`config.mk`:
```
export PLATFORM = sky130hd
export DESIGN_NAME = elpu_top
export DESIGN_NICKNAME = d
export VERILOG_FILES = /design/src/hw/elpu_top.v
export VERILOG_INCLUDE_DIRS = /design/src /design/src/common
export SDC_FILE = /design/constraint.sdc
export NUM_CORES = 2
export LEC_CHECK = 0
export ABC_AREA = 1
export BUFFER_PORTS_ARGS = -buffer_cell sky130_fd_sc_hd__clkbuf_2
export CAP_MARGIN = 20
export CORE_MARGIN = 2
export CORE_UTILIZATION = 55
export DETAILED_ROUTE_END_ITERATION = 12
export MAX_ROUTING_LAYER = met4
export PLACE_DENSITY = 0.83
export SETUP_SLACK_MARGIN = 0.5
export SYNTH_ARGS = -nofsm -noshare
export SYNTH_HDL_FRONTEND = slang
export SYNTH_SLANG_ARGS = --single-unit
```
`constraint.sdc`:
```
create_clock -name pclk -period 23.2 [get_ports pclk]
set_clock_uncertainty 0.15 [all_clocks]
set_input_delay 2.32 -clock pclk [delete_from_list [all_inputs] [get_ports pclk]]
set_output_delay 2.32 -clock pclk [all_outputs]
set_load 0.05 [all_outputs]
```
`src/common/elpu_defs.vh`:
```
// Constants for the encoder, limit and position unit
`ifndef ELPU_DEFS_VH
`define ELPU_DEFS_VH
`define ELPU_CLK_MHZ 100
`define ELPU_TICK_US 256
`define ELPU_OFS_CTRL 8'h00
`define ELPU_OFS_TBASE 8'h04
`define ELPU_OFS_DIVSEL 8'h08
`define ELPU_OFS_CNT1 8'h0c
`define ELPU_OFS_CNT2 8'h10
`define ELPU_OFS_DEST1 8'h14
`define ELPU_OFS_DEST2 8'h18
`define ELPU_OFS_SPEED 8'h1c
`define ELPU_OFS_DIST 8'h20
`define ELPU_OFS_STATUS 8'h24
`define ELPU_CTRL_SINGLE 0
`define ELPU_CTRL_MODE_LSB 1
`define ELPU_CTRL_MODE_MSB 3
`define ELPU_STAT_CLR 4
`define ELPU_MODE_OPEN 3'h0
`define ELPU_MODE_CLOSED 3'h1
`define ELPU_MODE_OPEN_POS 3'h2
`define ELPU_MODE_CLOSED_POS 3'h3
`define ELPU_MODE_POS_POS 3'h4
`define ELPU_RST_TBASE 8'h04
`define ELPU_RST_DIVSEL 3'h0
`define ELPU_SPD_MAX 8'h7f
`define ELPU_SPD_MIN 8'h81
`endif

```
`src/hw/elpu_top.v`:
```
// Encoder counters, speed, distance and limit blocking with APB registers
`timescale 1ns/1ps
`include "elpu_defs.vh"
// Function
// - Switches one/two block motor one fwd/rev
// - Switches three/four block motor two fwd/rev
// - Single channel: switches three/four block motor
// - One 32-bit quadrature counter per encoder
// - Counters hold full signed 32-bit range
// - Counters wrap to zero past extremes
// - Host reads and loads each counter
// - Counters start from zero after reset
// - Signed speed per encoder, within 127
// - Sample every time base plus one ticks
// - 32-bit destination held per channel
// - Distance is destination minus counter, divided
// - Distance saturates at minus/plus 127
// - Distance delivered as signed eight bits
// - Motor control selects position combinations
// - Local controls cannot select position modes
// - Limit switches share encoder channel lines
// - Detected switch halts that encoder, except switches one/two in single channel
module elpu_top #(
   parameter TICK_CYC = `ELPU_TICK_US * `ELPU_CLK_MHZ,
   parameter TICK_W = 16
) (
   input wire pclk,
   input wire presetn,
   input wire psel,
   input wire penable,
   input wire pwrite,
   input wire [7:0] paddr,
   input wire [31:0] pwdata,
   output reg [31:0] prdata,
   output wire pready,
   output wire pslverr,
   input wire enc1_a,
   input wire enc1_b,
   input wire enc2_a,
   input wire enc2_b,
   input wire limit_fwd_ch1,
   input wire limit_rev_ch1,
   input wire limit_fwd_ch2,
   input wire limit_rev_ch2,
   input wire [2:0] local_mode,
   input wire local_mode_set,
   output reg m1_fwd_block,
   output reg m1_rev_block,
   output reg m2_fwd_block,
   output reg m2_rev_block,
   output reg m1_pos_en,
   output reg m2_pos_en,
   output reg m1_closed_speed,
   output reg [7:0] dist1,
   output reg [7:0] dist2,
   output reg [7:0] speed1,
   output reg [7:0] speed2
);

   // Divider choice, 1 to 64 by powers of two, then 127
   function signed [32:0] elpu_div;
      input signed [32:0] d;
      input [2:0] s;
      begin
         case (s)
            3'h0: elpu_div = d;
            3'h1: elpu_div = d / 33'sd2;
            3'h2: elpu_div = d / 33'sd4;
            3'h3: elpu_div = d / 33'sd8;
            3'h4: elpu_div = d / 33'sd16;
            3'h5: elpu_div = d / 33'sd32;
            3'h6: elpu_div = d / 33'sd64;
            default: elpu_div = d / 33'sd127;
         endcase
      end
   endfunction

   // Clamp a signed 33-bit value to -127..+127
   function [7:0] elpu_sat;
      input signed [32:0] v;
      begin
         if (v > 33'sd127)
            elpu_sat = `ELPU_SPD_MAX;
         else if (v < -33'sd127)
            elpu_sat = `ELPU_SPD_MIN;
         else
            elpu_sat = v[7:0];
      end
   endfunction

   // Two-stage synchronisers for all encoder and limit pins
   reg [7:0] sync1;
   reg [7:0] sync2;
   always @(posedge pclk or negedge presetn) begin
      if (!presetn) begin
         sync1 <= 8'h00;
         sync2 <= 8'h00;
      end else begin
         sync1 <= {limit_rev_ch2, limit_fwd_ch2, limit_rev_ch1, limit_fwd_ch1,
                   enc2_b, enc2_a, enc1_b, enc1_a};
         sync2 <= sync1;
      end
   end
   // Switch detects ride on the same lines as the encoder phases
   wire [3:0] det = sync2[7:4];
   wire [1:0] pha = {sync2[2], sync2[0]};
   wire [1:0] phb = {sync2[3], sync2[1]};

   // Settings
   reg single;
   reg [2:0] mode;
   reg [7:0] tbase;
   reg [2:0] divsel;
   reg [31:0] dest1;
   reg [31:0] dest2;
   reg local_refused;

   // APB decode; zero wait states, read data caught in setup
   wire setup = psel & ~penable;
   wire wr = psel & penable & pwrite;
   wire mapped = (paddr[1:0] == 2'b00) && (paddr <= `ELPU_OFS_STATUS);
   wire wr_ok = wr & mapped;
   // No wait states: every access completes in its first access cycle
   assign pready = 1'b1;
   assign pslverr = psel & penable & ~mapped;
   wire [1:0] wr_cnt;
   assign wr_cnt[0] = wr_ok & (paddr == `ELPU_OFS_CNT1);
   assign wr_cnt[1] = wr_ok & (paddr == `ELPU_OFS_CNT2);

   // Per-channel counters and speed sampling
   wire [31:0] cnt [0:1];
   wire [7:0] spd [0:1];
   wire [1:0] halt;
   // Single channel keeps encoder one counting through its own lines
   assign halt[0] = ~single & (det[0] | det[1]);
   assign halt[1] = det[2] | det[3];

   // Shared time base: 256 us ticks, sample every tbase+1 ticks
   reg [TICK_W-1:0] tick_cnt;
   reg [7:0] tb_cnt;
   wire tick = (tick_cnt == TICK_CYC[TICK_W-1:0] - 1'b1);
   // Lowering tbase below the running count samples at the next tick
   wire sample = tick & (tb_cnt >= tbase);
   always @(posedge pclk or negedge presetn) begin
      if (!presetn) begin
         tick_cnt <= {TICK_W{1'b0}};
         tb_cnt <= 8'h00;
      end else begin
         tick_cnt <= tick ? {TICK_W{1'b0}} : tick_cnt + 1'b1;
         if (sample)
            tb_cnt <= 8'h00;
         else if (tick)
            tb_cnt <= tb_cnt + 1'b1;
      end
   end

   // Each channel gets its own copy of the decoder, counter and speed stage
   genvar g;
   generate
      for (g = 0; g < 2; g = g + 1) begin : ch
         reg a_q;
         reg b_q;
         reg [31:0] count;
         reg [31:0] last;
         reg [7:0] speed;
         // A single phase change counts unless the channel is halted; both at once is a glitch
         wire step = ((pha[g] ^ a_q) ^ (phb[g] ^ b_q)) & ~halt[g];
         wire up = a_q ^ phb[g];
         // Count change since the last sample, modulo 32 bits
         wire [31:0] delta = count - last;
         assign cnt[g] = count;
         assign spd[g] = speed;
         // Counter: host load wins over a count edge
         always @(posedge pclk or negedge presetn) begin
            if (!presetn) begin
               a_q <= 1'b0;
               b_q <= 1'b0;
               count <= 32'h00000000;
               last <= 32'h00000000;
               speed <= 8'h00;
            end else begin
               a_q <= pha[g];
               b_q <= phb[g];
               if (wr_cnt[g])
                  count <= pwdata;
               else if (step & up)
                  count <= (count == 32'h7fffffff) ? 32'h00000000 : count + 1'b1;
               else if (step)
                  count <= (count == 32'h80000000) ? 32'h00000000 : count - 1'b1;
               // Delta over the period, clamped so a fast shaft cannot wrap
               if (sample) begin
                  last <= count;
                  speed <= elpu_sat({delta[31], delta});
               end
            end
         end
      end
   endgenerate

   // Distance per channel, 33 bits so the difference never overflows
   wire signed [32:0] diff1 = $signed({dest1[31], dest1}) - $signed({cnt[0][31], cnt[0]});
   wire signed [32:0] diff2 = $signed({dest2[31], dest2}) - $signed({cnt[1][31], cnt[1]});
   // Divide before clamping; truncation runs toward zero
   wire signed [32:0] q1 = elpu_div(diff1, divsel);
   wire signed [32:0] q2 = elpu_div(diff2, divsel);

   // Register writes; local panel may only pick speed modes
   always @(posedge pclk or negedge presetn) begin
      if (!presetn) begin
         single <= 1'b0;
         mode <= `ELPU_MODE_OPEN;
         tbase <= `ELPU_RST_TBASE;
         divsel <= `ELPU_RST_DIVSEL;
         dest1 <= 32'h00000000;
         dest2 <= 32'h00000000;
         local_refused <= 1'b0;
      end else begin
         if (wr_ok && paddr == `ELPU_OFS_CTRL) begin
            single <= pwdata[`ELPU_CTRL_SINGLE];
            if (pwdata[`ELPU_CTRL_MODE_MSB:`ELPU_CTRL_MODE_LSB] <= `ELPU_MODE_POS_POS)
               mode <= pwdata[`ELPU_CTRL_MODE_MSB:`ELPU_CTRL_MODE_LSB];
         end else if (local_mode_set && local_mode <= `ELPU_MODE_CLOSED)
            mode <= local_mode;
         // Sticky flag: a refusal in the clear cycle still sticks
         if (local_mode_set && local_mode > `ELPU_MODE_CLOSED)
            local_refused <= 1'b1;
         else if (wr_ok && paddr == `ELPU_OFS_STATUS && pwdata[`ELPU_STAT_CLR])
            local_refused <= 1'b0;
         // Time base is not limited here; the host keeps it small
         if (wr_ok && paddr == `ELPU_OFS_TBASE)
            tbase <= pwdata[7:0];
         if (wr_ok && paddr == `ELPU_OFS_DIVSEL)
            divsel <= pwdata[2:0];
         if (wr_ok && paddr == `ELPU_OFS_DEST1)
            dest1 <= pwdata;
         if (wr_ok && paddr == `ELPU_OFS_DEST2)
            dest2 <= pwdata;
      end
   end

   // Registered outputs: blocking, mode decode, speed, distance
   always @(posedge pclk or negedge presetn) begin
      if (!presetn) begin
         m1_fwd_block <= 1'b0;
         m1_rev_block <= 1'b0;
         m2_fwd_block <= 1'b0;
         m2_rev_block <= 1'b0;
         m1_pos_en <= 1'b0;
         m2_pos_en <= 1'b0;
         m1_closed_speed <= 1'b0;
         dist1 <= 8'h00;
         dist2 <= 8'h00;
         speed1 <= 8'h00;
         speed2 <= 8'h00;
      end else begin
         // Single channel frees encoder one lines for a direct encoder
         m1_fwd_block <= single ? det[2] : det[0];
         m1_rev_block <= single ? det[3] : det[1];
         m2_fwd_block <= ~single & det[2];
         m2_rev_block <= ~single & det[3];
         // Mode decode; codes above four never reach mode
         m1_pos_en <= (mode == `ELPU_MODE_POS_POS);
         m2_pos_en <= (mode >= `ELPU_MODE_OPEN_POS);
         m1_closed_speed <= (mode == `ELPU_MODE_CLOSED) || (mode == `ELPU_MODE_CLOSED_POS);
         dist1 <= elpu_sat(q1);
         dist2 <= elpu_sat(q2);
         speed1 <= spd[0];
         speed2 <= spd[1];
      end
   end

   // Read mux, sampled in the setup cycle
   reg [31:0] rmux;
   always @* begin
      case (paddr)
         `ELPU_OFS_CTRL: rmux = {28'h0000000, mode, single};
         `ELPU_OFS_TBASE: rmux = {24'h000000, tbase};
         `ELPU_OFS_DIVSEL: rmux = {29'h00000000, divsel};
         `ELPU_OFS_CNT1: rmux = cnt[0];
         `ELPU_OFS_CNT2: rmux = cnt[1];
         `ELPU_OFS_DEST1: rmux = dest1;
         `ELPU_OFS_DEST2: rmux = dest2;
         `ELPU_OFS_SPEED: rmux = {16'h0000, spd[1], spd[0]};
         `ELPU_OFS_DIST: rmux = {16'h0000, dist2, dist1};
         `ELPU_OFS_STATUS: rmux = {25'h0000000, halt, local_refused, det};
         default: rmux = 32'h00000000;
      endcase
   end
   // Read data held through the access phase
   always @(posedge pclk or negedge presetn) begin
      if (!presetn)
         prdata <= 32'h00000000;
      else if (setup)
         prdata <= rmux;
   end

endmodule // elpu_top

```
==> results.py <==
metrics = {
    "route": {
        "wl_per_cell_um": 23.27,
        "first_pass_iters": 7,
        "antenna_left": 0,
        "top_layer_used": "met4",
        "drc_errors": 0,
        "vias": 61700,
        "met1_length_mm": 88.11,
        "drtIter0Drc": 8392,
        "finalWirelength_mm": 228.8,
        "route.met3.wl_mm": 29.39,
        "viasPerCell": 6.275,
        "route.met2.wl_mm": 94.94,
    },
    "sta": {
        "fin_crit_ns": 20.92,
        "worst_slew_pin_slew_ns": 1.147,
        "fin_hold_ws_ns": 0.2095,
        "maxSlewViolCount": 0,
        "setup_viol": 0,
        "max_slew_margin": 0.2307,
        "rsz0062_at_grt": "true",
        "fmax_mhz": 47.79,
        "hold_viol": 0,
        "period_share": 0.9019,
        "final.setup.tns_ns": 0,
    },
    "clock_tree": {
        "numClockSinks": 339,
        "clk_pin_slew_worst_paths_ns": 0.07,
        "clockBufferDepth": 3,
        "h-tree-depth": 2,
        "clockRootBuffer": "clkbuf_16",
        "cts_tree": "built",
        "clock_latency_ns": 0.59,
        "hold_buffers": 0,
        "cts_buffers": 36,
    },
    "setup_path": {
        "max_stage_delay_ns": 0.44,
        "start_kind": "flip-flop",
        "cp-end-kind": "flip-flop",
        "r2r-start": "ch[1].count[0]$_DFFE_PN0P_",
        "critPathTopFamily": "simple AND/OR/NAND/NOR gates",
        "crit_buf_inv": 12,
        "crit_required_ns": 23.49,
        "path_max_fanout": 10,
        "crit_slowest_cell": "dfrtp_1",
        "criticalPathCategory": "reg -> reg",
        "cp_common_cell": "nand2_2",
        "arrival_ns": 21.21,
        "startpoint": "ch[1].count[0]$_DFFE_PN0P_",
    },
    "floorplanning": {
        "rows": 112,
        "fp.dieW_um": 309.6,
        "die_area_sq_um": 95880,
        "io-pin-count": 130,
        "start_util": 0.5530,
        "die_h_um": 309.6,
        "coreArea_sq_um": 92910,
    },
    "global_route": {
        "overflow": 0,
        "grt_pass1_wl_mm": 337.3,
        "grt_pass1_vias": 55940,
        "antenna_found_initial": 14,
        "grt_max_degree": 108,
        "grt_usage": 0.4714,
    },
    "synthesis": {
        "synth_cell_types": 102,
        "syn-num-nets": 8696,
        "yosys.area.top_type": "dfrtp_1",
        "synth.avg_cell_area_sq_um": 6.074,
        "synth_warnings": 0,
        "yosysSeqAreaShare": 0.1651,
        "yosys-top-cells-area": "dfrtp_1, nand2_1, inv_1, nor2_1, nand3_1",
        "ys_ff_latch": 339,
        "ys.flop_type": "dfrtp_1",
        "yosysTopAreaCellShare": 0.1646,
        "synth_edf_count": 0,
        "async_flop_share": 1.000,
        "synth_cells": 8459,
        "syn_area_sq_um": 51380,
    },
    "placement": {
        "portBuffers": 128,
        "place_hpwl_mm": 179.3,
        "dp_cells": 9708,
        "gp_congestion": 1.111,
    },
    "flow_run": {
        "maxCapViolCount": 0,
    },
    "status": {
        "outcome": "complete, no violations",
    },
    "finish": {
        "nNetsFinal": 8772,
        "stdcell_count": 9832,
        "area_growth_pct": 6.902,
        "drive_gt1_frac": 0.1573,
        "fillers": 8952,
    },
    "worst_hold_path": {
        "min_from": "sync1[3]$_DFF_PN0_",
        "hp-class": "reg -> reg",
    },
}
[path summary, 6_finish.rpt]
path	cells after the start	slack [ns]	endpoint
max reg2reg	160	2.28	dist2[0]$_DFF_PN0_
max in group asynchronous	3	18.71	dest1[1]$_DFFE_PN0P_
min in group asynchronous	1	1.63	ch[1].last[30]$_DFFE_PN0P_
min reg2reg	0	0.21	sync2[3]$_DFF_PN0_
max	160	2.28	dist2[0]$_DFF_PN0_
min	0	0.21	sync2[3]$_DFF_PN0_
[sequential cells by signal, indices dropped and copies added, names as in the netlist, 16 cells and up]
signal / cells
ch.speed: 16
prdata: 32
tick_cnt: 16
dest1: 32
ch.last: 64
dest2: 32
ch.count: 64
[logic make-up (layout without fill, tap and decap cells)]
| family | Yosys count | in the layout | synth area share |
|---|---|---|---|
| and+or+nand+nor | 4445 | 4445 | 0.4221 |
| AOI/OAI and AO/OA | 1625 | 1625 | 0.1885 |
| buffers and inverters | 1585 | 1684 | 0.1270 |
| DFF | 339 | 339 | 0.1651 |
| xor gates and xnor gates | 253 | 253 | 0.04598 |
| adders and majority gates | 180 | 180 | 0.04442 |
| muxes | 31 | 31 | 0.006794 |
| other | 1 | 21 | 0.00007299 |
[per-stage QoR]
| stage | cell area (sq um) | setup WS, ns | util |
|---|---|---|---|
| 2_1_floorplan | 51380 | 5.699 | - |
| 3_3_place_gp | 52910 | 2.244 | 0.5695 |
| 3_5_place_dp | 52920 | 1.606 | 0.5696 |
| 4_1_cts | 54080 | 1.532 | 0.5820 |
| 5_1_grt | 54910 | 0.3991 | 0.5910 |
| 6_report | 54920 | 2.276 | 0.5912 |
[cells in the final DEF, fill, tap and decap left out, types with 23 or more instances in the layout]
cell,count
inv_1,1199
a31oi_1,40
xor2_1,194
o22ai_1,36
nand2_1,1753
nor2_2,105
o211ai_1,114
o21ai_0,628
dfrtp_1,327
mux2_2,31
nand3b_1,26
nand4_1,179
xnor2_1,42
o21bai_1,32
nor3_1,143
nand3_2,88
clkbuf_16,36
nor2_4,55
ha_1,163
nor2_1,876
a21oi_1,383
nor4_1,49
inv_2,109
clkbuf_2,127
clkinvlp_4,23
nand2_4,123
clkinv_1,32
nand2_2,321
o221ai_1,47
o21ai_2,28
buf_4,107
a221oi_1,28
o21ai_1,94
nand3_1,636
o2111ai_1,33
[cell type report]
| cell class | count | area [sq um] | share of cell area |
|---|---|---|---|
| sequential | 339 | 8498 | 0.1547 |
| multi-input combinational | 6535 | 36770 | 0.6695 |
| tap | 1254 | 1569 | 0.02857 |
| timing repair buffer | 239 | 1533 | 0.02791 |
| clock inverter | 19 | 215.2 | 0.003918 |
| clock buffer | 42 | 943.4 | 0.01718 |
| inverter | 1384 | 5341 | 0.09725 |
| antenna | 20 | 50.05 | 0.0009112 |
[worst reg2reg max path: cells and delay by family (launching register included)]
| family | cells | cell delay, ns |
|---|---|---|
| and+or+nand+nor | 133 | 15.92 |
| buffers and inverters | 12 | 1.09 |
| AOI/OAI and AO/OA | 9 | 1.69 |
| DFF | 1 | 0.44 |
| xor gates and xnor gates | 1 | 0.29 |
| adders and majority gates | 5 | 1.20 |
[repair_timing]
action / in CTS / in global routing
setup endpoints to repair: 0 / 16
gates resized for setup: 0 / 121
setup buffers: 0 / 39
hold endpoints to repair: 0 / 0
[synth_stat cells (11+ instances only)]
cell	instances
clkbuf_1	124
a311oi_1	13
o211ai_1	114
ha_1	176
o221ai_1	47
clkbuf_8	27
nand2_1	1764
xor2_1	196
mux2_2	31
nor4_1	49
nand3_2	88
o21ai_1	87
o21bai_1	32
nand3_1	637
nand2_4	112
o311ai_0	19
nand3b_1	26
nand4_1	179
o21ai_2	28
inv_4	12
a31oi_1	40
o21ai_0	636
a21oi_2	12
inv_1	1215
xnor2_1	42
nor2_1	892
nor2_4	44
o22ai_1	36
a221oi_1	28
o21a_1	17
a21oi_1	387
dfrtp_1	338
buf_2	12
o2111ai_1	33
buf_4	15
nand2_2	322
or2_2	11
o31ai_1	19
nor2_2	100
nand3_4	12
inv_2	103
nor3_1	150
clkinv_1	41
nand4_2	11
buf_6	15
[per-layer routing]
layer,GRT usage,up-vias
met4,0.2732,0
met5,-,-
met1,0.5795,28440
met2,0.6832,4224
li1,-,28090
met3,0.1398,951
Power is not shown: default switching activity piles up to over one toggle a cycle in this logic, so the estimate is an artifact.
